===== config.mk =====
export PLATFORM = sky130hd
export DESIGN_NAME = pdm_mic_irq_mode_gain
export DESIGN_NICKNAME = d
export VERILOG_FILES = /design/src/pdm_mic_pkg.sv /design/src/pdm_channel_filter.sv /design/src/pdm_mic_irq_mode_gain.sv
export SDC_FILE = /design/constraint.sdc
export NUM_CORES = 1
export LEC_CHECK = 0
export ABC_AREA = 1
export BUFFER_PORTS_ARGS = -buffer_cell sky130_fd_sc_hd__buf_2
export CAP_MARGIN = 30
export CORE_MARGIN = 4
export CORE_UTILIZATION = 50
export DETAILED_ROUTE_END_ITERATION = 12
export PLACE_DENSITY_LB_ADDON = 0.1
export SLEW_MARGIN = 40
export SYNTH_ARGS = -nofsm -noshare
export SYNTH_HDL_FRONTEND = slang
export SYNTH_SLANG_ARGS = --single-unit

===== constraint.sdc =====
create_clock -name core_clk -period 12.2 [get_ports core_clk]
set_clock_uncertainty 0.2 [all_clocks]
set_input_delay 2.44 -clock core_clk [delete_from_list [all_inputs] [get_ports core_clk]]
set_output_delay 2.44 -clock core_clk [all_outputs]
set_load 0.01 [all_outputs]

===== src/pdm_mic_pkg.sv =====
// Purpose: Shared constants for the PDM microphone receiver control block
// Assumes: APB with 32-bit data, core clock of 125 MHz
// Notes: Offsets are byte addresses
package pdm_mic_pkg;
  localparam logic [11:0] OFS_TASK_START = 12'h000;
  localparam logic [11:0] OFS_TASK_STOP = 12'h004;
  localparam logic [11:0] OFS_EVT_STARTED = 12'h100;
  localparam logic [11:0] OFS_EVT_HALTED = 12'h104;
  localparam logic [11:0] OFS_EVT_FILLED = 12'h108;
  localparam logic [11:0] OFS_IRQ_DIRECT = 12'h300;
  localparam logic [11:0] OFS_IRQ_SET = 12'h304;
  localparam logic [11:0] OFS_IRQ_CLEAR = 12'h308;
  localparam logic [11:0] OFS_IRQ_STATUS = 12'h310;
  localparam logic [11:0] OFS_MODULE_ENABLE = 12'h500;
  localparam logic [11:0] OFS_MIC_CLK_CTRL = 12'h504;
  localparam logic [11:0] OFS_ROUTING_MODE = 12'h508;
  localparam logic [11:0] OFS_LEFT_GAIN = 12'h518;
  localparam logic [11:0] OFS_RIGHT_GAIN = 12'h51C;
  localparam logic [11:0] OFS_BUFFER_LEN = 12'h564;

  localparam int EVT_STARTED = 0;
  localparam int EVT_HALTED = 1;
  localparam int EVT_FILLED = 2;
  localparam int NUM_EVT = 3;

  localparam int MODE_OPERATION_BIT = 0;
  localparam int MODE_EDGE_BIT = 1;
  localparam logic [1:0] MODE_RESET = 2'h0;
  localparam logic OP_STEREO = 1'b0;
  localparam logic OP_MONO = 1'b1;
  localparam logic left_on_falling = 1'b0;
  localparam logic left_on_rising = 1'b1;

  localparam int GAIN_W = 7;
  localparam logic [GAIN_W-1:0] lowest_gain_code = 7'h00;
  localparam logic [GAIN_W-1:0] unity_gain_code = 7'h28;
  localparam logic [GAIN_W-1:0] highest_gain_code = 7'h50;
  localparam logic [7:0] GAIN_INDEX_OFFSET = 8'h08;
  localparam logic [7:0] STEPS_PER_SHIFT = 8'h0C;
  localparam int GAIN_FRAC_SHIFT = 7;

  localparam int BUF_LEN_W = 15;
  localparam int SAMPLE_W = 16;
  localparam int DECIM_LEN = 64;
  localparam int DECIM_W = 7;

  localparam int CORE_CLK_HZ = 125000000;
  localparam int MIC_CLK_HZ = 1024000;
  localparam int MIC_HALF_CYCLES = CORE_CLK_HZ / (2 * MIC_CLK_HZ);
  localparam int MIC_HALF_W = 8;

  typedef enum logic [1:0] {
    ST_IDLE = 2'b00,
    ST_RUN = 2'b01,
    ST_DRAIN = 2'b11
  } run_state_type;
endpackage


===== src/pdm_channel_filter.sv =====
// Purpose: One channel: counts PDM ones over a window and applies the gain code
// Assumes: bit_valid pulses once per captured microphone bit
// Notes: A coarse box decimator stands in for the real filter
`timescale 1ns/10ps
module pdm_channel_filter
  import pdm_mic_pkg::*;
(
  input wire logic core_clk,
  input wire logic rstn,
  input wire logic clear,
  input wire logic bit_valid,
  input wire logic bit_in,
  input wire logic [GAIN_W-1:0] gain_code,
  output logic [SAMPLE_W-1:0] sample,
  output logic sample_valid
);
  logic [DECIM_W-1:0] bit_count;
  logic [DECIM_W-1:0] ones;
  wire logic window_end = bit_valid && (bit_count == DECIM_W'(DECIM_LEN - 1));
  wire logic [DECIM_W-1:0] ones_total = ones + DECIM_W'(bit_in);
  wire logic [7:0] gain_index = 8'(gain_code) + GAIN_INDEX_OFFSET;
  wire logic [2:0] coarse = 3'(gain_index / STEPS_PER_SHIFT);
  wire logic [3:0] fine = 4'(gain_index % STEPS_PER_SHIFT);
  wire logic signed [7:0] centred = $signed({1'b0, ones_total}) - $signed(8'(DECIM_LEN / 2));
  logic [9:0] fine_mult;
  logic signed [31:0] scaled;

  // Twelve half-decibel steps make one doubling, so a shift covers the rest
  always_comb
  begin
    case (fine)
      4'h0: fine_mult = 10'h100;
      4'h1: fine_mult = 10'h10F;
      4'h2: fine_mult = 10'h11F;
      4'h3: fine_mult = 10'h130;
      4'h4: fine_mult = 10'h143;
      4'h5: fine_mult = 10'h156;
      4'h6: fine_mult = 10'h16A;
      4'h7: fine_mult = 10'h180;
      4'h8: fine_mult = 10'h196;
      4'h9: fine_mult = 10'h1AF;
      4'hA: fine_mult = 10'h1C8;
      default: fine_mult = 10'h1E3;
    endcase
    scaled = (32'(centred) * $signed({22'h0, fine_mult})) <<< coarse;
  end

  always_ff @(posedge core_clk or negedge rstn)
  begin
    if (!rstn)
    begin
      bit_count <= '0;
      ones <= '0;
      sample <= '0;
      sample_valid <= 1'b0;
    end
    else
    begin
      sample_valid <= window_end && !clear;
      if (clear || window_end)
      begin
        bit_count <= '0;
        ones <= '0;
      end
      else if (bit_valid)
      begin
        bit_count <= bit_count + DECIM_W'(1);
        ones <= ones_total;
      end
      if (window_end)
        sample <= SAMPLE_W'(scaled >>> GAIN_FRAC_SHIFT);
    end
  end
endmodule


===== src/pdm_mic_irq_mode_gain.sv =====
// Purpose: APB register file, microphone clock, capture and RAM word packing
// Assumes: One or two PDM microphones sharing one data line
// Notes: Samples leave as packed 32-bit words with a one-cycle strobe
//
// Behaviour
// - Writing one to a bit of irq_enable_set turns that event's interrupt enable on, transfer-began at bit 0.
// - Writing one to a bit of irq_enable_clear turns that event's interrupt enable off, transfer-began at bit 0.
// - The transfer-halted enable sits at bit 1 of both registers with the same write-one behaviour.
// - The buffer-filled enable sits at bit 2 of both registers and a one written to clear disables it.
// - Reading either register returns the present enable bits, one meaning enabled.
// - In stereo each word holds right in the upper half and left in the lower half.
// - In mono each word holds two successive left samples, older low and newer high.
// - The edge field picks the clock edge for left or mono data, zero falling and one rising.
// - The gain codes step by half a decibel from -20 dB at code zero to +20 dB at the top code.
// - The middle gain code means no change and both gain registers reset to it.
// - The mode register resets to zero, stereo with left on the falling edge.
// - The buffer-filled event rises when the last sample of the buffer length, or after a stop, is written.
// - irq_enable_direct reads and writes the same enable bits that the set and clear registers change.
`timescale 1ns/10ps
module pdm_mic_irq_mode_gain
  import pdm_mic_pkg::*;
(
  input wire logic core_clk,
  input wire logic rstn,
  input wire logic psel,
  input wire logic penable,
  input wire logic pwrite,
  input wire logic [11:0] paddr,
  input wire logic [31:0] pwdata,
  output logic [31:0] prdata,
  output logic pready,
  output logic pslverr,
  input wire logic mic_data,
  output logic mic_bit_clock,
  output logic [31:0] ram_word,
  output logic ram_word_valid,
  output logic irq
);
  ////////////////////////////////////////////////////////////////////////////
  logic [NUM_EVT-1:0] irq_enable;
  logic [NUM_EVT-1:0] irq_status;
  logic module_enable;
  logic [31:0] mic_clk_ctrl;
  logic [1:0] routing_mode;
  logic [GAIN_W-1:0] left_gain;
  logic [GAIN_W-1:0] right_gain;
  logic [BUF_LEN_W-1:0] buffer_len;
  run_state_type state;
  run_state_type next_state;

  wire logic setup_phase = psel && !penable;
  wire logic wr_access = psel && penable && pready && pwrite;
  wire logic wr_start = wr_access && paddr == OFS_TASK_START && pwdata[0];
  wire logic wr_stop = wr_access && paddr == OFS_TASK_STOP && pwdata[0];
  wire logic wr_direct = wr_access && paddr == OFS_IRQ_DIRECT;
  wire logic wr_set = wr_access && paddr == OFS_IRQ_SET;
  wire logic wr_clear = wr_access && paddr == OFS_IRQ_CLEAR;
  wire logic wr_status = wr_access && paddr == OFS_IRQ_STATUS;
  wire logic [NUM_EVT-1:0] wr_bits = pwdata[NUM_EVT-1:0];
  wire logic mono = routing_mode[MODE_OPERATION_BIT] == OP_MONO;
  wire logic left_edge_sel = routing_mode[MODE_EDGE_BIT];

  logic [31:0] read_value;
  logic addr_known;
  always_comb
  begin
    read_value = 32'h0;
    addr_known = 1'b1;
    case (paddr)
      OFS_TASK_START, OFS_TASK_STOP: read_value = 32'h0;
      OFS_EVT_STARTED: read_value = 32'(irq_status[EVT_STARTED]);
      OFS_EVT_HALTED: read_value = 32'(irq_status[EVT_HALTED]);
      OFS_EVT_FILLED: read_value = 32'(irq_status[EVT_FILLED]);
      OFS_IRQ_DIRECT, OFS_IRQ_SET, OFS_IRQ_CLEAR: read_value = 32'(irq_enable);
      OFS_IRQ_STATUS: read_value = 32'(irq_status);
      OFS_MODULE_ENABLE: read_value = 32'(module_enable);
      OFS_MIC_CLK_CTRL: read_value = mic_clk_ctrl;
      OFS_ROUTING_MODE: read_value = 32'(routing_mode);
      OFS_LEFT_GAIN: read_value = 32'(left_gain);
      OFS_RIGHT_GAIN: read_value = 32'(right_gain);
      OFS_BUFFER_LEN: read_value = 32'(buffer_len);
      default: addr_known = 1'b0;
    endcase
  end

  // Zero wait states: read data is caught in the setup cycle
  always_ff @(posedge core_clk or negedge rstn)
  begin
    if (!rstn)
    begin
      prdata <= 32'h0;
      pready <= 1'b0;
      pslverr <= 1'b0;
    end
    else
    begin
      pready <= 1'b1;
      if (setup_phase)
      begin
        prdata <= pwrite ? 32'h0 : read_value;
        pslverr <= !addr_known;
      end
    end
  end

  ////////////////////////////////////////////////////////////////////////////
  // Enables: direct write first, then set, then clear
  logic [NUM_EVT-1:0] next_irq_enable;
  always_comb
  begin
    next_irq_enable = wr_direct ? wr_bits : irq_enable;
    next_irq_enable = next_irq_enable | (wr_set ? wr_bits : '0);
    next_irq_enable = next_irq_enable & ~(wr_clear ? wr_bits : '0);
  end

  always_ff @(posedge core_clk or negedge rstn)
  begin
    if (!rstn)
    begin
      irq_enable <= '0;
      module_enable <= 1'b0;
      mic_clk_ctrl <= 32'h0;
      routing_mode <= MODE_RESET;
      left_gain <= unity_gain_code;
      right_gain <= unity_gain_code;
      buffer_len <= '0;
    end
    else
    begin
      irq_enable <= next_irq_enable;
      if (wr_access && paddr == OFS_MODULE_ENABLE)
        module_enable <= pwdata[0];
      if (wr_access && paddr == OFS_MIC_CLK_CTRL)
        mic_clk_ctrl <= pwdata;
      if (wr_access && paddr == OFS_ROUTING_MODE)
        routing_mode <= pwdata[MODE_EDGE_BIT:MODE_OPERATION_BIT];
      if (wr_access && paddr == OFS_LEFT_GAIN)
        left_gain <= pwdata[GAIN_W-1:0];
      if (wr_access && paddr == OFS_RIGHT_GAIN)
        right_gain <= pwdata[GAIN_W-1:0];
      if (wr_access && paddr == OFS_BUFFER_LEN)
        buffer_len <= pwdata[BUF_LEN_W-1:0];
    end
  end

  ////////////////////////////////////////////////////////////////////////////
  // Microphone clock and bit capture
  logic [MIC_HALF_W-1:0] half_count;
  logic data_meta;
  logic data_sync;
  wire logic running = state != ST_IDLE;
  wire logic half_done = running && half_count == MIC_HALF_W'(MIC_HALF_CYCLES - 1);
  wire logic edge_rise = half_done && !mic_bit_clock;
  wire logic edge_fall = half_done && mic_bit_clock;
  // Left sits on the chosen edge, right on the other
  wire logic left_strobe = left_edge_sel == left_on_rising ? edge_rise : edge_fall;
  wire logic right_strobe = left_edge_sel == left_on_rising ? edge_fall : edge_rise;

  always_ff @(posedge core_clk or negedge rstn)
  begin
    if (!rstn)
    begin
      half_count <= '0;
      mic_bit_clock <= 1'b0;
      data_meta <= 1'b0;
      data_sync <= 1'b0;
    end
    else
    begin
      data_meta <= mic_data;
      data_sync <= data_meta;
      half_count <= half_done || !running ? '0 : half_count + MIC_HALF_W'(1);
      mic_bit_clock <= running ? mic_bit_clock ^ half_done : 1'b0;
    end
  end

  logic [SAMPLE_W-1:0] left_sample;
  logic [SAMPLE_W-1:0] right_sample;
  logic left_valid;
  logic right_valid;
  logic [1:0] strobe_vec;
  logic [1:0] valid_vec;
  logic [GAIN_W-1:0] gain_vec [2];
  logic [SAMPLE_W-1:0] sample_vec [2];
  assign strobe_vec = {right_strobe, left_strobe};
  assign gain_vec[0] = left_gain;
  assign gain_vec[1] = right_gain;
  assign left_sample = sample_vec[0];
  assign right_sample = sample_vec[1];
  assign left_valid = valid_vec[0];
  assign right_valid = valid_vec[1];

  generate
    for (genvar ch = 0; ch < 2; ch++)
    begin : g_chan
      pdm_channel_filter u_filter (
        .core_clk(core_clk),
        .rstn(rstn),
        .clear(!running),
        .bit_valid(strobe_vec[ch]),
        .bit_in(data_sync),
        .gain_code(gain_vec[ch]),
        .sample(sample_vec[ch]),
        .sample_valid(valid_vec[ch])
      );
    end
  endgenerate

  ////////////////////////////////////////////////////////////////////////////
  // Word packing and transfer sequencing
  logic [SAMPLE_W-1:0] held_left;
  logic held_valid;
  logic [BUF_LEN_W:0] sample_count;
  logic stop_pending;
  wire logic word_stereo = !mono && held_valid && right_valid;
  wire logic word_mono = mono && held_valid && left_valid;
  wire logic word_out = word_stereo || word_mono;
  wire logic [31:0] packed_word = mono ? {left_sample, held_left} : {right_sample, held_left};
  wire logic [BUF_LEN_W:0] count_after = sample_count + (BUF_LEN_W+1)'(2);
  wire logic buffer_full = word_out && count_after >= {1'b0, buffer_len};
  wire logic filled_evt = word_out && (buffer_full || stop_pending);
  wire logic halted_evt = state == ST_DRAIN && filled_evt;
  wire logic started_evt = state == ST_IDLE && wr_start && module_enable;

  always_comb
  begin
    case (state)
      ST_IDLE: next_state = started_evt ? ST_RUN : ST_IDLE;
      ST_RUN: next_state = wr_stop || !module_enable ? ST_DRAIN : ST_RUN;
      ST_DRAIN: next_state = filled_evt || !module_enable ? ST_IDLE : ST_DRAIN;
      default: next_state = ST_IDLE;
    endcase
  end

  always_ff @(posedge core_clk or negedge rstn)
  begin
    if (!rstn)
    begin
      state <= ST_IDLE;
      held_left <= '0;
      held_valid <= 1'b0;
      sample_count <= '0;
      stop_pending <= 1'b0;
      ram_word <= 32'h0;
      ram_word_valid <= 1'b0;
    end
    else
    begin
      state <= next_state;
      stop_pending <= next_state == ST_DRAIN;
      ram_word_valid <= word_out;
      if (word_out)
        ram_word <= packed_word;
      if (!running || word_out)
        held_valid <= 1'b0;
      else if (left_valid && !held_valid)
        held_valid <= 1'b1;
      if (left_valid && (!held_valid || word_out))
        held_left <= left_sample;
      if (!running || filled_evt)
        sample_count <= '0;
      else if (word_out)
        sample_count <= count_after;
    end
  end

  ////////////////////////////////////////////////////////////////////////////
  // Sticky events win over a clear in the same cycle
  wire logic [NUM_EVT-1:0] event_hits = {filled_evt, halted_evt, started_evt};
  always_ff @(posedge core_clk or negedge rstn)
  begin
    if (!rstn)
    begin
      irq_status <= '0;
      irq <= 1'b0;
    end
    else
    begin
      irq_status <= (irq_status & ~(wr_status ? wr_bits : '0)) | event_hits;
      irq <= |(irq_status & irq_enable);
    end
  end

  ////////////////////////////////////////////////////////////////////////////
  property p_set_enables;
    @(posedge core_clk) disable iff (!rstn)
      wr_set && !wr_clear |=> (irq_enable & $past(wr_bits)) == $past(wr_bits);
  endproperty
  a_set_enables: assert property (p_set_enables) else $error("set write missed enable");
  property p_clear_enables;
    @(posedge core_clk) disable iff (!rstn)
      wr_clear |=> (irq_enable & $past(wr_bits)) == '0;
  endproperty
  a_clear_enables: assert property (p_clear_enables) else $error("clear write left enable");
  property p_read_enables;
    @(posedge core_clk) disable iff (!rstn)
      setup_phase && !pwrite && (paddr == OFS_IRQ_SET || paddr == OFS_IRQ_CLEAR)
      |=> prdata == 32'($past(irq_enable));
  endproperty
  a_read_enables: assert property (p_read_enables) else $error("enable readback wrong");
  property p_stereo_pack;
    @(posedge core_clk) disable iff (!rstn)
      word_stereo |=> ram_word_valid && ram_word[31:16] == $past(right_sample);
  endproperty
  a_stereo_pack: assert property (p_stereo_pack) else $error("stereo right half wrong");
  property p_mono_pack;
    @(posedge core_clk) disable iff (!rstn)
      word_mono |=> ram_word == {$past(left_sample), $past(held_left)};
  endproperty
  a_mono_pack: assert property (p_mono_pack) else $error("mono packing wrong");
  // The clock must land on the chosen level right after a left capture
  property p_edge_select;
    @(posedge core_clk) disable iff (!rstn)
      left_strobe |=> mic_bit_clock == $past(left_edge_sel);
  endproperty
  a_edge_select: assert property (p_edge_select) else $error("left captured on wrong edge");
  property p_filled_event;
    @(posedge core_clk) disable iff (!rstn)
      filled_evt |=> ram_word_valid && irq_status[EVT_FILLED];
  endproperty
  a_filled_event: assert property (p_filled_event) else $error("filled event missing");
  property p_irq_level;
    @(posedge core_clk) disable iff (!rstn)
      |(irq_status & irq_enable) |=> irq;
  endproperty
  a_irq_level: assert property (p_irq_level) else $error("interrupt not raised");
  property p_gain_reset;
    @(posedge core_clk) disable iff (!rstn)
      $rose(rstn) |-> left_gain == unity_gain_code && right_gain == unity_gain_code && routing_mode == MODE_RESET;
  endproperty
  a_gain_reset: assert property (p_gain_reset) else $error("gain or mode not at reset value");
  c_stereo_word: cover property (@(posedge core_clk) disable iff (!rstn) word_stereo);
  c_mono_word: cover property (@(posedge core_clk) disable iff (!rstn) word_mono);
  c_halted: cover property (@(posedge core_clk) disable iff (!rstn) halted_evt);
  c_irq: cover property (@(posedge core_clk) disable iff (!rstn) $rose(irq));
endmodule


* Yosys cells after proc, flatten, opt, wreduce, memory -nomap -nowiden
Memory sizes are Yosys's and may differ from the RTL's.
Index checks and enable logic that the tools add are counted.
** Word-level totals
- Logic and storage cells :: 171
- Bits in read-only memories :: 256
- Latch bits :: 0
- Memories :: 2
- Bits in writable memories :: 0
- Register bits after elaboration :: 247
** Cells by class
- Shift-type cells :: 2
- Add/subtract/negate cells :: 10
- Multipliers :: 2
- Eq/ne operators :: 20
- Divide/modulo/power cells :: 4
- Reductions and logical operators :: 63
- Mux-type cells :: 28
- Order comparisons :: 1
- Bitwise operators :: 8
** Memory list
- (no name shown) :: words 16, bits a word 8, rd ports 1, clocked after Yosys merged registers in 0, wr ports 0, line pdm_channel_filter.sv:31 : case (fine)
- (no name shown) :: words 16, bits a word 8, rd ports 1, clocked after Yosys merged registers in 0, wr ports 0, line pdm_channel_filter.sv:31
** Operator list (count)
- 32-bit one-hot mux with 11 select lines :: 1
- 12-bit by 11-bit equality test with 1-bit output, second input constant :: 6
- 32-bit 2-to-1 mux :: 2
- 32-bit by 3-bit <<< shifter with 23-bit output :: 2
- 7-bit 2-to-1 mux :: 8
- 12-bit by 10-bit equality test with 1-bit output, second input constant :: 4
- 8-bit by 11-bit multiplier with 19-bit output :: 2
- 12-bit by 9-bit equality test with 1-bit output, second input constant :: 3
- 1-bit logical AND :: 36
- 16-bit 2-to-1 mux :: 2
- 16-bit by 2-bit adder with 16-bit output, second input constant :: 1
- 7-bit by 4-bit adder with 8-bit output, second input constant :: 2
- 8-bit by 4-bit divider with 8-bit output, second input constant :: 2
- 16-bit by 15-bit >= comparator with 1-bit output :: 1
- 8-bit by 4-bit remainder unit with 8-bit output, second input constant :: 2
- 7-bit by 6-bit subtractor with 8-bit output, second input constant :: 2
- 15-bit OR reduction :: 1
- 7-bit by 1-bit adder with 7-bit output :: 2
- 7-bit by 1-bit adder with 7-bit output, second input constant :: 2
- 7-bit by 6-bit equality test with 1-bit output, second input constant :: 2
- 12-bit by 3-bit equality test with 1-bit output, second input constant :: 1
- 12-bit zero test :: 1
- 3-bit 2-to-1 mux :: 4
- 1-bit logical OR :: 10
- 16 further kinds :: 39

* Logic depth before layout (Yosys ltp)
Gate-level depths: netlist of run 1.
- Depth in word-level cells :: 11
- Gate-level depth with buffers :: 52

* Modules after synthesis
Synthesis of run 1 repeated with hierarchy kept, for this count alone.
** Second synthesis, totals
- Cell total of the unflattened synthesis :: 2269
- Area, all modules :: 18118.6 sq um
** Modules (own cells, without submodules)
- pdm_mic_irq_mode_gain :: cells an instance 938, area an instance 8574.5 sq um, times used 1
- pdm_channel_filter (g_chan[0].u_filter) :: cells an instance 670, area an instance 4800.9 sq um, times used 1
- pdm_channel_filter (g_chan[1].u_filter) :: cells an instance 661, area an instance 4743.3 sq um, times used 1

* Least setup slack after synthesis of run 1
No wires, ideal clock.
- Path kind :: reg2reg
- From :: register right_gain[3]
- To :: register g_chan[1].u_filter.sample[11]
- Required time :: 11.882 ns
- Arrival time :: 6.668 ns
- Period minus slack after synthesis :: 6.986 ns
- Cell stages (with the launch flop) :: 49
- Setup slack :: 5.214 ns
- Path buffers :: 0
- Path through :: dfstp_2 > ha_1 > nand2_4 > nor2_4 > nand2_2 > nand3_1 > nand3_2 > nand2_1 > o21ai_1 > nand2_2 > inv_2 > nor2_2 > inv_2 > nand3_2 > nand2_2 > nand2_1 > nand2_2 > inv_2 > [13 not listed] > nand3_1 > nand2_1 > a21oi_1 > o21bai_1 > nand2_1 > nand2_1 > a21oi_1 > o21ai_0 > nand2_1 > nand2_1 > xor2_1 > nand2_1 > nand2_1 > nand2_1 > nand2_1 > nand2_1 > nand3_1 > nand2_1
** Between the ends
- Cells in the longest elaborated chain, start to end :: 5
- Elaborated cells on any way between the ends :: 6
** RTL lines
- start: declaration :: line pdm_mic_irq_mode_gain.sv:46 : logic [GAIN_W-1:0] right_gain;
- start signal: assignment :: line pdm_mic_irq_mode_gain.sv:125 : right_gain <= unity_gain_code;
- start signal: assignment :: line pdm_mic_irq_mode_gain.sv:140 : right_gain <= pwdata[GAIN_W-1:0];
- 7-bit by 4-bit adder with 8-bit output * :: line pdm_channel_filter.sv:21 : wire logic [7:0] gain_index = 8'(gain_code) + GAIN_INDEX_OFFSET;
- 8-bit by 4-bit remainder unit with 8-bit output :: line pdm_channel_filter.sv:23 : wire logic [3:0] fine = 4'(gain_index % STEPS_PER_SHIFT);
- memory read 16 x 8 bit
- 8-bit by 11-bit multiplier with 19-bit output :: line pdm_channel_filter.sv:45 : scaled = (32'(centred) * $signed({22'h0, fine_mult})) <<< coarse;
- 32-bit by 3-bit <<< shifter with 23-bit output * :: line pdm_channel_filter.sv:45
- end signal: assignment :: line pdm_channel_filter.sv:71 : sample <= SAMPLE_W'(scaled >>> GAIN_FRAC_SHIFT);
- end: declaration :: line pdm_channel_filter.sv:14 : output logic [SAMPLE_W-1:0] sample,
Mark *: on every way between the ends. The rest lies on a longest branch, timed or not.
A chain may end at the register's enable or synchronous reset.

* Worst setup path after layout of run 1
- From :: register right_gain[3]
- To :: register g_chan[1].u_filter.sample[13]
Same word-level chain as after synthesis.

==> flow_summary.ini, run 1 <==
[synthesis]
ys_ff_latch = 246
post_synth.cell_area_avg_um2 = 8.018
synthesis.area_um2 = 17720
synth_top_flop_cell = dfrtp_1
synth.distinct_cells = 59
synth_edf_count = 0
async_reset_ff_share_pct = 100.0
synth_area_leader_cell = dfrtp_1
yosys_warnings = 0
yosysTopAreaCellShare_pct = 34.18
syn_nets = 2469
synthCells = 2210
ys_seq_area_share_pct = 34.77
synth_area_leaders = dfrtp_1, fa_1, nand2_1

[clock_tree]
clkSinkCount = 246
numCtsBuffers = 27
cts_tree = done
clk_latency_ps = 530
cts_hold_buffers = 0
clock_path_buffers = 3
postCtsResizedCells = 0
cts-root-buf = clkbuf_16
clkSlewWorstSetupHoldPaths_ps = 60
cts_htree_levels = 1
postCtsSetupBuffers = 0

[timing]
worst_slack_ps = 4027
finalHoldViolations = 0
rsz0062_at_grt = false
slew_headroom_pct = 46.60
min_period_ps = 8173
maxSlewViolCount = 0
period_share_pct = 66.99
max_freq_ghz = 0.1224
hold_ws_ps = 150.4
setup_tns_ps = 0
finalSetupViolations = 0
tightest_slew_ps = 794.9

[floorplan]
start_util_pct = 51.05
core_area_um2 = 34710
rows = 68
die_y_um = 196.3
die-width_um = 196.3
dieArea_um2 = 38510
io_pins = 119

[cells_and_area]
fillers = 3315
final_nets = 2571
drive_gt1_share_pct = 11.58
final_area_um2 = 19640
syn_to_final_growth_pct = 10.81
finalNonFillerCells = 2789
post-route-util_pct = 56.56

[global_route]
antenna_found_initial = 3
met1_usage_pct = 31.75
grt.met3_usage_pct = 2.679
grt_pass1_wl_mm = 73.29
gr-usage-met2_pct = 38.86
overflow = 0
first_global_vias = 14700
groute.usage.overall_pct = 22.69
busiest_layer = met2
grt_max_degree = 97

[pwr]
power_density_nw_per_um2 = 86.75
p_leak_nw = 10.14
switchingPower_mw = 0.3849
power_frac_comb_pct = 5.5
netSwitchingFraction_pct = 22.60
p_total_mw = 1.703
p_seq_share_pct = 48.0
clockPowerShare_pct = 46.5
ir_worst_vdd_mv = 0.08587
p_int_mw = 1.318

[drt]
wire_per_inst_um = 15.39
ant_nets = 0
drc_errors = 0
via_count = 14570
first_pass_iters = 8
first_iter_violations = 902
wl_mm = 42.92
via_per_inst = 5.223

[placement]
placedInstanceArea_um2 = 18740
gp_congestion = 0.9205
dpl.hpwl_mm = 33.41
io_buffers = 118
dpl_worst_slack_ps = 4044
placed_cells = 2737

[worst_setup_path]
critPathKind = register to register
cp.arrival_ps = 8360
cpMostUsedCell = nand2_1
cp.required_ps = 12380
worst_path_largest_cell_delay_ps = 610
end_kind = register
critPathMaxFanout = 20
cpMaxStageDelayCell = dfstp_2
crit_path_start_kind = register

[flow_run]
maxCapViolations = 0

[run_status]
outcome = complete, no violations

[min_path]
hold_path.class = register to register
-- routing by layer --
layer  vias to the layer above  part of all wire, %
li1                       7285                    -
met1                      6896                   46
met2                       335                   48
met3                        49                  4.5
met4                         2                  1.4
met5                         -                0.030
-- Yosys cell counts, drive strengths merged, types with 8 or more instances --
library cell and number:
nand2 469, inv 405, dfrtp 242, o21ai 216, nor2 193, ha 123, nand3 105, fa 86
a21oi 72, xor2 40, clkbuf 34, o22ai 31, nor3 27, mux2 24, buf 20, o211ai 17
nand4 10, a22o 9, a32o 8, xnor2 8
-- layout by cell type (no fill, tap or decap), types with 27 or more instances in the layout --
| cell type | Yosys | routed |
|---|---|---|
| nand3_1 | 96 | 96 |
| inv_1 | 384 | 384 |
| nor2_1 | 189 | 188 |
| ha_1 | 123 | 123 |
| clkbuf_16 | 0 | 27 |
| a21oi_1 | 72 | 72 |
| dfrtp_1 | 242 | 242 |
| nand2_1 | 451 | 449 |
| fa_1 | 86 | 86 |
| xor2_1 | 40 | 40 |
| o22ai_1 | 31 | 31 |
| o21ai_1 | 36 | 36 |
| buf_2 | 9 | 117 |
| o21ai_0 | 165 | 164 |
-- power by group through the flow --
| stage | clock network [mW] | registers (mW) | logic [mW] |
|---|---|---|---|
| detailed placement | 0 | 0.833 | 0.0942 |
| floorplan | 0 | 0.833 | 0.0503 |
| global route | 0.841 | 0.818 | 0.109 |
| finish | 0.792 | 0.818 | 0.0935 |
| CTS | 0.812 | 0.818 | 0.0947 |
| global placement | 0 | 0.833 | 0.0934 |
-- cell type report --
cell class | count | area (µm²) | area share [%]
clock buffer | 44 | 809.5 | 4.123
tap | 455 | 569.3 | 2.899
multi-input combinational | 1503 | 9809 | 49.96
clock inverter | 5 | 55.05 | 0.2804
inverter | 407 | 1530 | 7.793
antenna | 2 | 5.005 | 0.02549
timing repair buffer | 127 | 695.7 | 3.543
sequential | 246 | 6161 | 31.38
-- path summary, 6_finish.rpt --
kind / startpoint / to / slack [ps] / depth (start not counted)
max: right_gain[3] / g_chan[1].u_filter.sample[13] / 4030 / 44
max reg2reg: right_gain[3] / g_chan[1].u_filter.sample[13] / 4030 / 44
max in group asynchronous: rstn / ram_word[29] / 8870 / 3
min in group asynchronous: rstn / half_count[4] / 1530 / 1
min reg2reg: data_meta / data_sync / 150 / 0
min: data_meta / data_sync / 150 / 0
-- sequential cells by signal, summed over array words and instances (netlist names), 2 cells and up --
signal,cells
buffer_len,15
g_chan.u_filter.bit_count,14
g_chan.u_filter.ones,14
g_chan.u_filter.sample,32
g_chan.u_filter.sample_valid,2
half_count,8
held_left,16
irq_enable,3
irq_status,3
left_gain,7
mic_clk_ctrl,32
prdata,32
ram_word,32
right_gain,7
routing_mode,2
sample_count,15
state,2
-- worst max-delay path, delay by kind of cell, from the launching register on --
family	cells	cell delay [ps]
XOR/XNOR	1	220
buffers and inverters	5	350
AO/OA/AOI/OAI	7	1020
flip-flops	1	610
AND/OR/NAND/NOR	25	2950
adder cells (fa/ha/maj)	6	2670
-- cells by family after synthesis --
family          after synthesis  share of synthesized area (%)
buf+inv                     461                          10.10
xor+xnor                     48                          2.373
flops                       246                          34.77
fa+ha+maj                   209                          18.40
compound gates              395                          13.01
mux                          28                          1.751
simple gates                822                          19.58
other cells                   1                        0.02116
(Power assumes the default switching activity.)
==> run 2, diff against run 1 <==
Clock period 12.2 ns to 7.95 ns, I/O delays scaled along.
==> run 2 against run 1 <==
Effect of this change:
- critical path depth unchanged
- via count increased by 0.86%
- flip-flop and latch count unchanged
- sequential share of layout area decreased by 0.59 points
- highest routed layer unchanged
- cell area increased by 1.9%
- wire length increased by 2.7%
- combinational power increased by 59%
- hold slack got worse by 1.3 ps
- sequential power increased by 54%
- core utilization increased by 1.1 points
- fmax increased by 9.8%
- register-to-register slack got worse by 3500 ps
==> flow_summary.ini, run 2 (same netlist as run 1, synthesis figures left out) <==
[run_status]
outcome = complete, no violations

[global_route]
groute.usage.overall_pct = 22.97
grt_max_degree = 105
overflow = 0
first_global_vias = 14590
grt_pass1_wl_mm = 73.57
antenna_found_initial = 2

[timing]
finalSetupViolations = 0
finalHoldViolations = 0
tightest_slew_ps = 817.6
period_share_pct = 93.60
setup_tns_ps = 0
slew_headroom_pct = 45.07
max_freq_ghz = 0.1344
maxSlewViolCount = 0
min_period_ps = 7442
worst_slack_ps = 508.4

[worst_setup_path]
cp.arrival_ps = 7650
end_kind = register
crit_buf_inv = 6
worst_path_largest_cell_delay_ps = 580
crit_path_start_kind = register
critPathMaxFanout = 7
cp.required_ps = 8160
cpMaxStageDelayCell = dfstp_2
cpLargestDelayFamily = adder cells
critPathKind = register to register
cpMostUsedCell = nand2_1

[cells_and_area]
syn_to_final_growth_pct = 12.96
finalNonFillerCells = 2802
post-route-util_pct = 57.66
drive_gt1_share_pct = 13.51
final_common_cell = nand2_1
final_nets = 2583
mostFrequentLayoutCells = nand2_1, inv_1, dfrtp_1
fillers = 3217
final_area_um2 = 20020

[placement]
placedInstanceArea_um2 = 18810
gp_congestion = 0.9216
dpl.hpwl_mm = 33.71
placed_cells = 2741
dpl_worst_slack_ps = 250.3
io_buffers = 118

[drt]
via_count = 14690
wl_mm = 44.09
ant_nets = 0
drc_errors = 0
via_per_inst = 5.243
first_pass_iters = 7
wire_per_inst_um = 15.73
first_iter_violations = 950

[clock_tree]
cts_tree = done
clock_path_buffers = 3
cts_hold_buffers = 0
clk_latency_ps = 560
cts_htree_levels = 1
clkSinkCount = 246
clkSlewWorstSetupHoldPaths_ps = 70
cts-root-buf = clkbuf_16
numCtsBuffers = 28

[min_path]
hold_path.class = register to register

[floorplan]
die_y_um = 196.3
dieArea_um2 = 38510
start_util_pct = 51.05
die-width_um = 196.3
core_area_um2 = 34710
io_pins = 119
rows = 68

[pwr]
p_leak_nw = 10.32
power_density_nw_per_um2 = 139.2
ir_worst_vdd_mv = 0.1941

[flow_run]
maxCapViolations = 0
run 2: what timing repair did:
action | 4_1_cts | 5_1_grt
gates resized for setup | 0 | 31
endpoints found under the setup margin | 0 | 25
buffers inserted | 0 | 7
run 2: path summary, 6_finish.rpt:
kind	start	slack (ps)	end	cells after the start
worst max-delay path	right_gain[3]	510	g_chan[1].u_filter.sample[13]	44
worst min-delay path	data_meta	150	data_sync	0
worst max register to register	right_gain[3]	510	g_chan[1].u_filter.sample[13]	44
worst min register to register	data_meta	150	data_sync	0
max in group asynchronous	rstn	5410	ram_word[10]	3
min in group asynchronous	rstn	790	half_count[3]	1
run 2: worst reg2reg max path, delay by kind of cell, from the launching register on:
family                   cells  cell delay, ps
adder cells (fa/ha/maj)      6            2600
AND/OR/NAND/NOR             22            2060
AO/OA/AOI/OAI                9            1230
flip-flops                   1             580
buffers and inverters        6             430
XOR/XNOR                     1             180
run 2: layout make-up:
| cell class | count | area, µm² | area share, % |
|---|---|---|---|
| Timing Repair Buffer | 137 | 775.7 | 3.875 |
| Clock inverter | 18 | 241.5 | 1.206 |
| Sequential cell | 246 | 6162 | 30.79 |
| Multi-Input combinational cell | 1504 | 9972 | 49.82 |
| Antenna cell | 1 | 2.502 | 0.01250 |
| Clock buffer | 34 | 763.2 | 3.813 |
| Tap cell | 455 | 569.3 | 2.844 |
| Inverter | 407 | 1530 | 7.645 |
run 2: layer usage:
metal / share of wire (%) / global-route usage (%) / up-vias / wire length [µm]
met1: 45 / 31.69 / 6994 / 19980
met5: 0.032 / 0 / - / 14
met4: 2.4 / 5.793 / 2 / 1077
met2: 48 / 38.94 / 322 / 21040
met3: 4.5 / 2.662 / 76 / 1973
li1: - / - / 7298 / -
run 2: power by group:
group	internal, mW	switching (mW)	leakage [nW]
clock	0.849	0.534	0.495
sequential	1.25	0.00135	3.36
combinational	0.0468	0.102	6.46
total	2.15	0.638	10.3
run 2: stage by stage:
step                      power [mW]  hold slack, ps
after CTS                      2.822           150.2
after global placement         1.423           134.5
after floorplan                1.355           131.2
after global routing           2.901           160.7
after detailed placement       1.426           134.7
final                          2.787           149.1
